<file path="src/core/i2c_target_pkg.sv">
// Constants shared by the I2C target control block.
// Assumes a 32-bit AXI4-Lite register bus with byte addressing.
package i2c_target_pkg;

  // ************************************************************
  // Register byte addresses
  // ************************************************************
  localparam logic [31:0] CTRL_ADDR = 32'h4002_0828;
  localparam logic [31:0] STATUS_ADDR = 32'h4002_0880;
  localparam logic [31:0] MASK_ADDR = 32'h4002_0884;
  localparam logic [31:0] CONFIG_ADDR = 32'h4002_0888;
  localparam logic [31:0] TXDATA_ADDR = 32'h4002_088C;
  localparam logic [31:0] RXDATA_ADDR = 32'h4002_0890;

  // ************************************************************
  // Control fields and reset values
  // ************************************************************
  localparam int BIT_PER_ADDR = 15;
  localparam int BIT_TX_DMA = 14;
  localparam int BIT_RX_DMA = 13;
  localparam int BIT_REPST_IE = 12;
  localparam int BIT_TX_DEC = 11;
  localparam int BIT_TX_IE = 10;
  localparam int BIT_RX_IE = 9;
  localparam int BIT_STOP_IE = 8;
  localparam int BIT_NACK = 7;
  localparam int BIT_EARLY = 5;
  localparam logic [15:0] CTRL_RESET = 16'h0000;
  localparam logic [15:0] CTRL_RW_MASK = 16'hFFA0;

  // ************************************************************
  // Status, config and data fields
  // ************************************************************
  localparam int NUM_EVENTS = 4;
  localparam int ST_REPST = 0;
  localparam int ST_TX = 1;
  localparam int ST_RX = 2;
  localparam int ST_STOP = 3;
  localparam logic [3:0] MASK_RESET = 4'h0;
  localparam int CFG_STRETCH = 16;
  localparam int CFG_ADDR1_LSB = 8;
  localparam logic [31:0] CONFIG_RESET = 32'h0000_0000;
  localparam int TX_QUEUE_SEL = 8;
  localparam int RX_FULL_BIT = 8;
  localparam logic [7:0] IDLE_BYTE = 8'hFF;

  // ************************************************************
  // Bus answers
  // ************************************************************
  localparam logic [1:0] RESP_OKAY = 2'h0;
  localparam logic [1:0] RESP_SLVERR = 2'h2;

endpackage

</file>
<file path="src/core/pin_sync.sv">
// Two-stage synchroniser for asynchronous pin levels.
// Assumes pins may change at any time relative to aclk.
`timescale 1ns/1ps
module pin_sync #(
  parameter int WIDTH = 2
) (
  input wire logic aclk,
  input wire logic aresetn,
  input wire logic [WIDTH-1:0] async_in,
  output logic [WIDTH-1:0] sync_out
);
  logic [WIDTH-1:0] stage1;

  always_ff @(posedge aclk)
  begin
    if (!aresetn)
    begin
      stage1 <= '1;
      sync_out <= '1;
    end
    else
    begin
      stage1 <= async_in;
      sync_out <= stage1;
    end
  end
endmodule // pin_sync

</file>
<file path="src/core/sticky_flags.sv">
// Sticky event flags, cleared by writing one; a set wins over a clear.
// Assumes set and clear are single-cycle pulses on aclk.
`timescale 1ns/1ps
module sticky_flags #(
  parameter int WIDTH = 4
) (
  input wire logic aclk,
  input wire logic aresetn,
  input wire logic [WIDTH-1:0] set,
  input wire logic [WIDTH-1:0] clr,
  output logic [WIDTH-1:0] flags
);
  logic [WIDTH-1:0] next_flags;

  always_comb
  begin
    next_flags = (flags & ~clr) | set;
  end

  always_ff @(posedge aclk)
  begin
    if (!aresetn)
      flags <= '0;
    else
      flags <= next_flags;
  end
endmodule // sticky_flags

</file>
<file path="src/core/i2c_target_control.sv">
// I2C target engine with its control register, AXI4-Lite slave and irq.
// Assumes serial pins are open-drain, sampled by aclk well above SCL rate.
//
// How it works
// RULE1 - Per-address transmit queues when bit 15 set, else one shared queue.
// RULE2 - Bit 14 enables transmit DMA requests; clearing stops them.
// RULE3 - Bit 13 enables receive DMA requests; clearing stops them.
// RULE4 - Bit 12 lets the repeated-start flag raise the interrupt.
// RULE5 - Bit 11 high: queue count drops after the byte is fully sent.
// RULE6 - Bit 11 low: queue count drops when byte loads into shifter.
// RULE7 - Bit 10 enables the transmit request interrupt.
// RULE8 - Bit 9 enables the receive request interrupt.
// RULE9 - Bit 8 enables the stop detected interrupt.
// RULE10 - Bit 7 makes the next addressing of this target answer NACK.
// RULE11 - Bit 7 can be set only while clock stretching is off.
// RULE12 - Bit 5 high: transmit request right after direction bit rise.
// RULE13 - Bit 5 low: transmit request right after direction bit fall.
// RULE14 - Interrupt is OR of enabled flags; all control clears on reset.
//
// The implementer's own choice: register access over AXI4-Lite.
`timescale 1ns/1ps
module i2c_target_control
  import i2c_target_pkg::*;
(
  input wire logic aclk,
  input wire logic aresetn,
  input wire logic [31:0] awaddr,
  input wire logic awvalid,
  output logic awready,
  input wire logic [31:0] wdata,
  input wire logic [3:0] wstrb,
  input wire logic wvalid,
  output logic wready,
  output logic [1:0] bresp,
  output logic bvalid,
  input wire logic bready,
  input wire logic [31:0] araddr,
  input wire logic arvalid,
  output logic arready,
  output logic [31:0] rdata,
  output logic [1:0] rresp,
  output logic rvalid,
  input wire logic rready,
  input wire logic serial_clock_pin,
  output logic serial_clock_out,
  output logic serial_clock_oe_n,
  input wire logic serial_data_in,
  output logic serial_data_out,
  output logic serial_data_oe_n,
  output logic tx_dma_req,
  output logic rx_dma_req,
  output logic irq
);
  typedef enum logic [2:0] {
    IDLE, ADDR, ADDR_ACK, STRETCH, TX_BYTE, TX_ACK, RX_BYTE, RX_ACK
  } link_state_t;

  // ************************************************************
  // Register bus
  // ************************************************************
  logic aw_held, next_aw_held, w_held, next_w_held;
  logic [31:0] aw_addr, next_aw_addr, w_data, next_w_data;
  logic [3:0] w_strb, next_w_strb;
  logic next_awready, next_wready, next_bvalid, next_arready, next_rvalid;
  logic [1:0] next_bresp, next_rresp;
  logic [31:0] next_rdata, bmask;
  logic [15:0] target_control, next_target_control;
  logic [3:0] irq_mask, next_irq_mask;
  logic [31:0] config_reg, next_config_reg;
  logic do_write, ctrl_wr, tx_wr, rx_rd, nack_used;
  logic [3:0] status, st_clr, ev;
  logic [1:0] tx_count;
  logic [7:0] rx_data;
  logic rx_full;

  always_comb
  begin
    next_aw_held = aw_held;
    next_aw_addr = aw_addr;
    next_w_held = w_held;
    next_w_data = w_data;
    next_w_strb = w_strb;
    next_bvalid = bvalid;
    next_bresp = bresp;
    next_target_control = target_control;
    next_irq_mask = irq_mask;
    next_config_reg = config_reg;
    st_clr = '0;
    ctrl_wr = 1'b0;
    tx_wr = 1'b0;
    bmask = {{8{w_strb[3]}}, {8{w_strb[2]}}, {8{w_strb[1]}}, {8{w_strb[0]}}};
    do_write = aw_held && w_held;
    if (nack_used)
      next_target_control[BIT_NACK] = 1'b0; // [RULE10]
    if (bvalid && bready)
      next_bvalid = 1'b0;
    if (awvalid && awready)
    begin
      next_aw_held = 1'b1;
      next_aw_addr = awaddr;
    end
    if (wvalid && wready)
    begin
      next_w_held = 1'b1;
      next_w_data = wdata;
      next_w_strb = wstrb;
    end
    if (do_write)
    begin
      next_aw_held = 1'b0;
      next_w_held = 1'b0;
      next_bvalid = 1'b1;
      next_bresp = RESP_OKAY;
      unique case (aw_addr)
        CTRL_ADDR:
        begin
          ctrl_wr = 1'b1;
          next_target_control = (next_target_control
            & ~(CTRL_RW_MASK & bmask[15:0]))
            | (w_data[15:0] & CTRL_RW_MASK & bmask[15:0]);
          if (config_reg[CFG_STRETCH] && !target_control[BIT_NACK])
            next_target_control[BIT_NACK] = 1'b0; // [RULE11]
        end
        STATUS_ADDR: st_clr = w_data[3:0] & {4{w_strb[0]}};
        MASK_ADDR:
          if (w_strb[0])
            next_irq_mask = w_data[3:0];
        CONFIG_ADDR:
          next_config_reg = (config_reg & ~bmask) | (w_data & bmask);
        TXDATA_ADDR: tx_wr = w_strb[0];
        RXDATA_ADDR: ;
        default: next_bresp = RESP_SLVERR;
      endcase
    end
    next_awready = !next_aw_held && !next_bvalid;
    next_wready = !next_w_held && !next_bvalid;
  end

  always_comb
  begin
    next_arready = arready;
    next_rvalid = rvalid;
    next_rdata = rdata;
    next_rresp = rresp;
    rx_rd = 1'b0;
    if (rvalid && rready)
    begin
      next_rvalid = 1'b0;
      next_arready = 1'b1;
    end
    if (arvalid && arready)
    begin
      next_rvalid = 1'b1;
      next_arready = 1'b0;
      next_rresp = RESP_OKAY;
      next_rdata = '0;
      unique case (araddr)
        CTRL_ADDR: next_rdata[15:0] = target_control;
        STATUS_ADDR: next_rdata[3:0] = status;
        MASK_ADDR: next_rdata[3:0] = irq_mask;
        CONFIG_ADDR: next_rdata = config_reg;
        TXDATA_ADDR: next_rdata[1:0] = tx_count;
        RXDATA_ADDR:
        begin
          next_rdata[RX_FULL_BIT:0] = {rx_full, rx_data};
          rx_rd = 1'b1;
        end
        default: next_rresp = RESP_SLVERR;
      endcase
    end
  end

  always_ff @(posedge aclk)
  begin
    if (!aresetn)
    begin
      aw_held <= 1'b0;
      aw_addr <= '0;
      w_held <= 1'b0;
      w_data <= '0;
      w_strb <= '0;
      awready <= 1'b0;
      wready <= 1'b0;
      bvalid <= 1'b0;
      bresp <= RESP_OKAY;
      arready <= 1'b0;
      rvalid <= 1'b0;
      rdata <= '0;
      rresp <= RESP_OKAY;
      target_control <= CTRL_RESET; // [RULE14]
      irq_mask <= MASK_RESET;
      config_reg <= CONFIG_RESET;
    end
    else
    begin
      aw_held <= next_aw_held;
      aw_addr <= next_aw_addr;
      w_held <= next_w_held;
      w_data <= next_w_data;
      w_strb <= next_w_strb;
      awready <= next_awready;
      wready <= next_wready;
      bvalid <= next_bvalid;
      bresp <= next_bresp;
      arready <= next_arready | (!rvalid && !arvalid);
      rvalid <= next_rvalid;
      rdata <= next_rdata;
      rresp <= next_rresp;
      target_control <= next_target_control;
      irq_mask <= next_irq_mask;
      config_reg <= next_config_reg;
    end
  end

  // ************************************************************
  // Serial link engine
  // ************************************************************
  logic scl_s, sda_s, scl_d, sda_d;
  logic scl_rise, scl_fall, start_seen, stop_seen, addressed;
  link_state_t state, next_state;
  logic [2:0] bit_cnt, next_bit_cnt;
  logic [7:0] shifter, next_shifter;
  logic [7:0] tx_queue [2];
  logic [7:0] next_tx_queue [2];
  logic [1:0] next_tx_count, load_mask, wr_mask;
  logic next_rx_full, rw, next_rw, q, next_q, tx_load, match;
  logic [7:0] next_rx_data;
  logic next_sda_oe_n, next_scl_oe_n;

  pin_sync #(.WIDTH(2)) u_pin_sync (
    .aclk(aclk),
    .aresetn(aresetn),
    .async_in({serial_clock_pin, serial_data_in}),
    .sync_out({scl_s, sda_s})
  );

  assign scl_rise = scl_s && !scl_d;
  assign scl_fall = !scl_s && scl_d;
  assign start_seen = scl_s && scl_d && sda_d && !sda_s;
  assign stop_seen = scl_s && scl_d && !sda_d && sda_s;
  assign addressed = (state != IDLE) && (state != ADDR);

  always_comb
  begin
    next_state = state;
    next_bit_cnt = bit_cnt;
    next_shifter = shifter;
    next_tx_queue = tx_queue;
    next_tx_count = tx_count;
    next_rx_full = rx_full && !rx_rd;
    next_rx_data = rx_data;
    next_rw = rw;
    next_q = q;
    next_sda_oe_n = serial_data_oe_n;
    next_scl_oe_n = serial_clock_oe_n;
    ev = '0;
    nack_used = 1'b0;
    tx_load = 1'b0;
    match = 1'b0;
    load_mask = 2'h0;
    wr_mask = 2'h0;
    wr_mask[w_data[TX_QUEUE_SEL] && target_control[BIT_PER_ADDR]] = tx_wr;
    unique case (state)
      ADDR:
        if (scl_rise)
        begin
          next_shifter = {shifter[6:0], sda_s};
          next_bit_cnt = bit_cnt + 3'h1;
          if (bit_cnt == 3'h7)
          begin
            match = (shifter[6:0] == config_reg[6:0])
              || (shifter[6:0] == config_reg[CFG_ADDR1_LSB +: 7]);
            next_rw = sda_s;
            next_q = target_control[BIT_PER_ADDR] // [RULE1]
              && (shifter[6:0] != config_reg[6:0]);
            if (!match)
              next_state = IDLE;
            else
            begin
              next_state = ADDR_ACK;
              ev[ST_TX] = sda_s && target_control[BIT_EARLY]; // [RULE12]
            end
          end
        end
      ADDR_ACK:
        if (scl_fall && serial_data_oe_n)
        begin
          if (target_control[BIT_NACK])
          begin
            nack_used = 1'b1; // [RULE10]
            next_state = IDLE;
          end
          else
          begin
            next_sda_oe_n = 1'b0;
            ev[ST_TX] = rw && !target_control[BIT_EARLY]; // [RULE13]
          end
        end
        else if (scl_fall)
        begin
          next_sda_oe_n = 1'b1;
          next_state = rw ? STRETCH : RX_BYTE;
        end
      TX_ACK:
        if (scl_rise)
          next_rw = !sda_s;
        else if (scl_fall)
        begin
          next_state = rw ? STRETCH : IDLE;
          ev[ST_TX] = rw;
        end
      STRETCH:
      begin
        next_scl_oe_n = 1'b1;
        if (tx_count[q] || !config_reg[CFG_STRETCH])
        begin
          tx_load = 1'b1;
          load_mask[q] = tx_count[q];
          next_shifter = tx_count[q] ? tx_queue[q] : IDLE_BYTE;
          next_sda_oe_n = next_shifter[7];
          next_bit_cnt = 3'h0;
          next_state = TX_BYTE;
        end
        else
          next_scl_oe_n = 1'b0;
      end
      TX_BYTE:
        if (scl_fall)
        begin
          next_bit_cnt = bit_cnt + 3'h1;
          next_shifter = {shifter[6:0], 1'b1};
          next_sda_oe_n = shifter[6];
          if (bit_cnt == 3'h7)
          begin
            next_sda_oe_n = 1'b1;
            next_state = TX_ACK;
            if (target_control[BIT_TX_DEC])
              next_tx_count[q] = 1'b0; // [RULE5]
          end
        end
      RX_BYTE:
        if (scl_rise)
        begin
          next_shifter = {shifter[6:0], sda_s};
          next_bit_cnt = bit_cnt + 3'h1;
        end
        else if (scl_fall && bit_cnt == 3'h0)
        begin
          next_rx_data = shifter;
          next_rx_full = 1'b1;
          ev[ST_RX] = 1'b1;
          next_sda_oe_n = 1'b0;
          next_state = RX_ACK;
        end
      RX_ACK:
        if (scl_fall)
        begin
          next_sda_oe_n = 1'b1;
          next_state = RX_BYTE;
        end
      IDLE: ;
    endcase
    if (tx_load && !target_control[BIT_TX_DEC])
      next_tx_count = next_tx_count & ~load_mask; // [RULE6]
    for (int i = 0; i < 2; i++)
      if (wr_mask[i] && !tx_count[i])
      begin
        next_tx_queue[i] = w_data[7:0];
        next_tx_count[i] = 1'b1;
      end
    if (start_seen || stop_seen)
    begin
      ev[ST_REPST] = start_seen && addressed;
      ev[ST_STOP] = stop_seen && addressed;
      next_state = start_seen ? ADDR : IDLE;
      next_bit_cnt = 3'h0;
      next_sda_oe_n = 1'b1;
      next_scl_oe_n = 1'b1;
    end
  end

  sticky_flags #(.WIDTH(NUM_EVENTS)) u_sticky_flags (
    .aclk(aclk),
    .aresetn(aresetn),
    .set(ev),
    .clr(st_clr),
    .flags(status)
  );

  always_ff @(posedge aclk)
  begin
    if (!aresetn)
    begin
      scl_d <= 1'b1;
      sda_d <= 1'b1;
      state <= IDLE;
      bit_cnt <= '0;
      shifter <= '0;
      tx_queue <= '{default: '0};
      tx_count <= '0;
      rx_data <= '0;
      rx_full <= 1'b0;
      rw <= 1'b0;
      q <= 1'b0;
      serial_data_oe_n <= 1'b1;
      serial_clock_oe_n <= 1'b1;
      serial_data_out <= 1'b0;
      serial_clock_out <= 1'b0;
      tx_dma_req <= 1'b0;
      rx_dma_req <= 1'b0;
      irq <= 1'b0;
    end
    else
    begin
      scl_d <= scl_s;
      sda_d <= sda_s;
      state <= next_state;
      bit_cnt <= next_bit_cnt;
      shifter <= next_shifter;
      tx_queue <= next_tx_queue;
      tx_count <= next_tx_count;
      rx_data <= next_rx_data;
      rx_full <= next_rx_full;
      rw <= next_rw;
      q <= next_q;
      serial_data_oe_n <= next_sda_oe_n;
      serial_clock_oe_n <= next_scl_oe_n;
      serial_data_out <= 1'b0;
      serial_clock_out <= 1'b0;
      tx_dma_req <= target_control[BIT_TX_DMA] && rw // [RULE2]
        && addressed && !tx_count[q];
      rx_dma_req <= target_control[BIT_RX_DMA] && rx_full; // [RULE3]
      irq <= |(status & irq_mask & {target_control[BIT_STOP_IE], // [RULE9]
        target_control[BIT_RX_IE], target_control[BIT_TX_IE], // [RULE7] [RULE8]
        target_control[BIT_REPST_IE]}); // [RULE4] [RULE14]
    end
  end

  // ************************************************************
  // Checks
  // ************************************************************
  property p_repst_irq;
    @(posedge aclk) disable iff (!aresetn)
    (status[ST_REPST] && irq_mask[ST_REPST]
      && target_control[BIT_REPST_IE]) |=> irq;
  endproperty
  a_repst_irq: assert property (p_repst_irq) else $error("irq missing"); // [RULE4]
  property p_irq_quiet;
    @(posedge aclk) disable iff (!aresetn)
    (status & irq_mask) == 4'h0 |=> !irq;
  endproperty
  a_irq_quiet: assert property (p_irq_quiet) else $error("stray irq"); // [RULE14]
  property p_tx_dma_off;
    @(posedge aclk) disable iff (!aresetn)
    !target_control[BIT_TX_DMA] |=> !tx_dma_req;
  endproperty
  a_tx_dma_off: assert property (p_tx_dma_off) else $error("tx dma on"); // [RULE2]
  property p_rx_dma;
    @(posedge aclk) disable iff (!aresetn)
    rx_dma_req |-> $past(target_control[BIT_RX_DMA]) && $past(rx_full);
  endproperty
  a_rx_dma: assert property (p_rx_dma) else $error("bad rx dma"); // [RULE3]
  property p_nack_locked;
    @(posedge aclk) disable iff (!aresetn)
    (ctrl_wr && config_reg[CFG_STRETCH] && !target_control[BIT_NACK])
      |=> !target_control[BIT_NACK];
  endproperty
  a_nack_locked: assert property (p_nack_locked) else $error("nack set"); // [RULE11]
  property p_nack_release;
    @(posedge aclk) disable iff (!aresetn)
    nack_used |=> serial_data_oe_n && state == IDLE;
  endproperty
  a_nack_release: assert property (p_nack_release) else $error("acked"); // [RULE10]
  property p_dec_load;
    @(posedge aclk) disable iff (!aresetn)
    (tx_load && !target_control[BIT_TX_DEC])
      |=> (tx_count & $past(load_mask)) == 2'h0;
  endproperty
  a_dec_load: assert property (p_dec_load) else $error("no decrement"); // [RULE6]
  property p_dec_sent;
    @(posedge aclk) disable iff (!aresetn)
    (tx_load && target_control[BIT_TX_DEC])
      |=> (tx_count & $past(load_mask)) == $past(load_mask);
  endproperty
  a_dec_sent: assert property (p_dec_sent) else $error("early decrement"); // [RULE5]
  property p_shared_queue;
    @(posedge aclk) disable iff (!aresetn)
    (tx_load && !target_control[BIT_PER_ADDR]) |-> !q;
  endproperty
  a_shared_queue: assert property (p_shared_queue) else $error("bad queue"); // [RULE1]
  property p_early_req;
    @(posedge aclk) disable iff (!aresetn)
    (ev[ST_TX] && state == ADDR) |-> scl_rise && target_control[BIT_EARLY];
  endproperty
  a_early_req: assert property (p_early_req) else $error("early req"); // [RULE12]
  property p_late_req;
    @(posedge aclk) disable iff (!aresetn)
    (ev[ST_TX] && state == ADDR_ACK) |-> scl_fall && !target_control[BIT_EARLY];
  endproperty
  a_late_req: assert property (p_late_req) else $error("late req"); // [RULE13]
  property p_rx_event;
    @(posedge aclk) disable iff (!aresetn)
    ev[ST_RX] |=> rx_full ##0 status[ST_RX];
  endproperty
  a_rx_event: assert property (p_rx_event) else $error("rx lost"); // [RULE8]
  c_read: cover property (@(posedge aclk) state == TX_BYTE);
  c_write: cover property (@(posedge aclk) ev[ST_RX]);
  c_stretch: cover property (@(posedge aclk) !serial_clock_oe_n);
  c_stop: cover property (@(posedge aclk) ev[ST_STOP]);
endmodule // i2c_target_control

</file>
<file path="config.mk">
export PLATFORM = sky130hd
export DESIGN_NAME = i2c_target_control
export DESIGN_NICKNAME = d
export VERILOG_FILES = /design/src/core/i2c_target_pkg.sv /design/src/core/pin_sync.sv /design/src/core/sticky_flags.sv /design/src/core/i2c_target_control.sv
export SDC_FILE = /design/constraint.sdc
export NUM_CORES = 1
export LEC_CHECK = 0
export ABC_CLOCK_PERIOD_IN_PS = 2300
export BUFFER_PORTS_ARGS = -buffer_cell sky130_fd_sc_hd__buf_2
export CAP_MARGIN = 10
export CORE_ASPECT_RATIO = 0.75
export CORE_MARGIN = 1.5
export CORE_UTILIZATION = 40
export DETAILED_ROUTE_END_ITERATION = 7
export GPL_TIMING_DRIVEN = 0
export PLACE_DENSITY_LB_ADDON = 0.08
export RECOVER_POWER = 100
export SLEW_MARGIN = 20
export SYNTH_ARGS = -nofsm -noshare
export SYNTH_HDL_FRONTEND = slang
export SYNTH_SLANG_ARGS = --single-unit
</file>
<file path="constraint.sdc">
create_clock -name aclk -period 2.3 [get_ports aclk]
set_clock_uncertainty 0.15 [all_clocks]
set_input_delay 0.115 -clock aclk [delete_from_list [all_inputs] [get_ports aclk]]
set_output_delay 0.115 -clock aclk [all_outputs]
set_load 0.1 [all_outputs]
</file>
==> impl_metrics.env <==
export IMPL_synth_simple_area_share=0.219
export IMPL_synth_compound_area_share=0.154
export IMPL_synth_ff_type="dfxtp_1"
export IMPL_min_period_ns=2.23
export IMPL_crit_buf_inv=1
export IMPL_cap_viol_max_count=0
export IMPL_rows=47
export IMPL_clk_latency_ns=0.51
export IMPL_vias=8503
export IMPL_synth_edf_count=0
export IMPL_synth_common_cells="dfxtp_1, nand2_1, nor2_1"
export IMPL_powerDensity_nw_per_um2=761
export IMPL_synth_top_cell_by_area="dfxtp_1"
export IMPL_arrival_ns=2.53
export IMPL_grtUsageMet1=0.394
export IMPL_busiest_layer="met1"
export IMPL_synth_cell_types=74
export IMPL_final_util=0.537
export IMPL_slew_violations=0
export IMPL_vias_per_cell=5.26
export IMPL_synth_xor_area_frac=0.0143
export IMPL_gp_congestion=0.891
export IMPL_clk_pin_slew_ns=0.07
export IMPL_drt_initial_drc_count=646
export IMPL_async_flop_share=0
export IMPL_crit_chain="and2_1 > nor2_1 > clkbuf_1 > a22o_1"
export IMPL_total_power_mw=9.12
export IMPL_max_freq_mhz=448
export IMPL_grt_pass1_wl_um=44500
export IMPL_track_usage=0.242
export IMPL_ant_nets=0
export IMPL_crit_path_end_kind="flip-flop"
export IMPL_tightest_slew_ns=1.24
export IMPL_ys_ff_latch=213
export IMPL_nFillCells=2173
export IMPL_worst_setup_path_start_kind="flip-flop"
export IMPL_yosysTopAreaCellShare=0.466
export IMPL_synth_area_sq_um=9160
export IMPL_synth_area_leaders="dfxtp_1, mux2i_1, nand2_1, a21oi_1, nor2_1"
export IMPL_n_antenna_cell=0
export IMPL_rr_worst_depth=4
export IMPL_tritoncts="built"
export IMPL_rsz0062_at_grt="yes"
export IMPL_status="finished, final reports clean"
export IMPL_synthCells=1037
export IMPL_slowest_stage="nor2_1"
export IMPL_cts_max_level=1
export IMPL_start_util=0.411
export IMPL_grt_pass1_vias=7881
export IMPL_multi_input_area_sq_um=4560
export IMPL_setup_tns_ns=0
export IMPL_antenna_found_initial=0
export IMPL_drt_wl_total_um=28900
export IMPL_irDropWorstVdd_mv=0.576
export IMPL_dp_hpwl_um=20700
export IMPL_yosysWarnings=0
export IMPL_numCtsBuffers=22
export IMPL_yosys_cell_count_top_type="dfxtp_1"
export IMPL_setup_ws_ns=0.0673
export IMPL_grt_max_degree=15
export IMPL_crit_family="simple AND/OR/NAND/NOR gates"
export IMPL_grtUsageMet2=0.334
export IMPL_relSlewSlack=0.177
export IMPL_die_area_sq_um=23800
export IMPL_die_width_um=178
export IMPL_wl_per_cell_um=17.8
export IMPL_die_h_um=134
export IMPL_gr_usage_met3=0.0351
export IMPL_root_buffer="clkbuf_16"
export IMPL_core_area_sq_um=22300
export IMPL_ioPinCount=157
export IMPL_setup_viol=0
export IMPL_critical_path_depth=4
export IMPL_worstSetupPathType="reg2reg"
export IMPL_place_ws_ns=-0.406
export IMPL_cp_max_fo=10
export IMPL_critPathMaxStageDelay_ns=0.73
export IMPL_ff_latch_area_sq_um=4270
export IMPL_clock_sinks=213
export IMPL_instances_no_fill=1618
export IMPL_synth_top_family_by_area="simple AND/OR/NAND/NOR gates"
export IMPL_final_nets=1423
export IMPL_grt_ovfl_total=0
export IMPL_drt_pass1_iterations=7
export IMPL_final_period_utilization=0.971
export IMPL_crit_required_ns=2.60
export IMPL_p_leak_nw=4.44
export IMPL_synth_adder_area_share=0.00820
export IMPL_drive_above_1_share=0.148
export IMPL_synth_mux_area_frac=0.0978
export IMPL_syn_to_final_growth_pct=30.8
export IMPL_clockBufferDepth=3
export IMPL_avgSynthCellArea_sq_um=8.83
export IMPL_place_port_buffers=150
export IMPL_drcViolationCount=0
export IMPL_hold_class="in2reg"
export IMPL_whs_path_depth=5
export IMPL_ys_seq_area_frac=0.466
export IMPL_hold_viol=0
export IMPL_place_inst=1484
[metal layers]
metal | routed length (um) | part of all wire | up-vias
met5 | 0 | 0 | -
met4 | 326 | 0.011 | 0
met3 | 1930 | 0.067 | 28
met2 | 11300 | 0.39 | 265
met1 | 15300 | 0.53 | 4023
li1 | - | - | 4187
[metrics by stage]
stage          hold WS (ns)  area, sq um
6_report             0.0119        12000
3_5_place_dp          0.158        10300
5_1_grt              0.0670        12000
2_1_floorplan        0.0531         9170
3_3_place_gp          0.148        10300
4_1_cts           0.0000885        12000
[cell families after synthesis]
logic type	after synthesis
AO/OA/AOI/OAI	214
AND/OR/NAND/NOR	408
other	1
adder cells (fa/ha/maj)	6
XOR/XNOR	15
flip-flops	213
buffers and inverters	91
multiplexers	89
[placed cells by master (no fill, tap or decap), types with 7 or more instances in the layout]
cell type        n
a211oi_1        12
a21oi_1         88
a22o_1          26
a22oi_1         11
a32oi_1          8
buf_2          107
buf_4            9
clkbuf_1        93
clkbuf_16       23
clkbuf_2         9
dfxtp_1        212
dlygate4sd3_1   88
inv_1           19
mux2i_1         85
nand2_1        162
nand2b_1        17
nand3_1         31
nand4_1          8
nor2_1         112
nor2b_1          7
nor3_1          13
o211ai_1        10
o21a_1           9
o21ai_0         13
xnor2_1          8
xor2_1           7
[worst register-to-register path, cell delays in order (launching register included)]
cell	delay (ns)
dfxtp_1	0.33
and2_1	0.20
nor2_1	0.74
clkbuf_1	0.54
a22o_1	0.24
[report_power, final]
part / total [mW] / switching [mW] / internal [mW]
Sequential: 4.00 / 0.172 / 3.83
Clock: 3.60 / 1.49 / 2.11
Combinational: 1.52 / 0.913 / 0.608
Total: 9.12 / 2.57 / 6.55
[final cells by class]
class,instances,area share
Buffer,65,0.0243
Clock buffer,32,0.0551
Clock inverter,8,0.00595
Inverter,23,0.00721
Multi-Input combinational cell,736,0.381
Sequential cell,213,0.356
Tap cell,294,0.0307
Timing Repair Buffer,247,0.140
[final timing paths]
| kind | startpoint | endpoint | slack (ns) |
|---|---|---|---|
| worst max-delay path | arready | rdata[22] | 0.07 |
| worst min register to register | u_pin_sync.stage1[0] | u_pin_sync.sync_out[0] | 0.26 |
| worst min-delay path | araddr[7] | rresp[1] | 0.01 |
| worst max register to register | arready | rdata[22] | 0.07 |
[timing repair]
item,4_1_cts,5_1_grt
pin swaps,4,2
gates resized for setup,8,29
endpoints found under the setup margin,39,73
hold buffers,88,0
setup buffers,6,3
endpoints found under the hold margin,86,0
No activity file was read; power rests on OpenSTA's default activity.
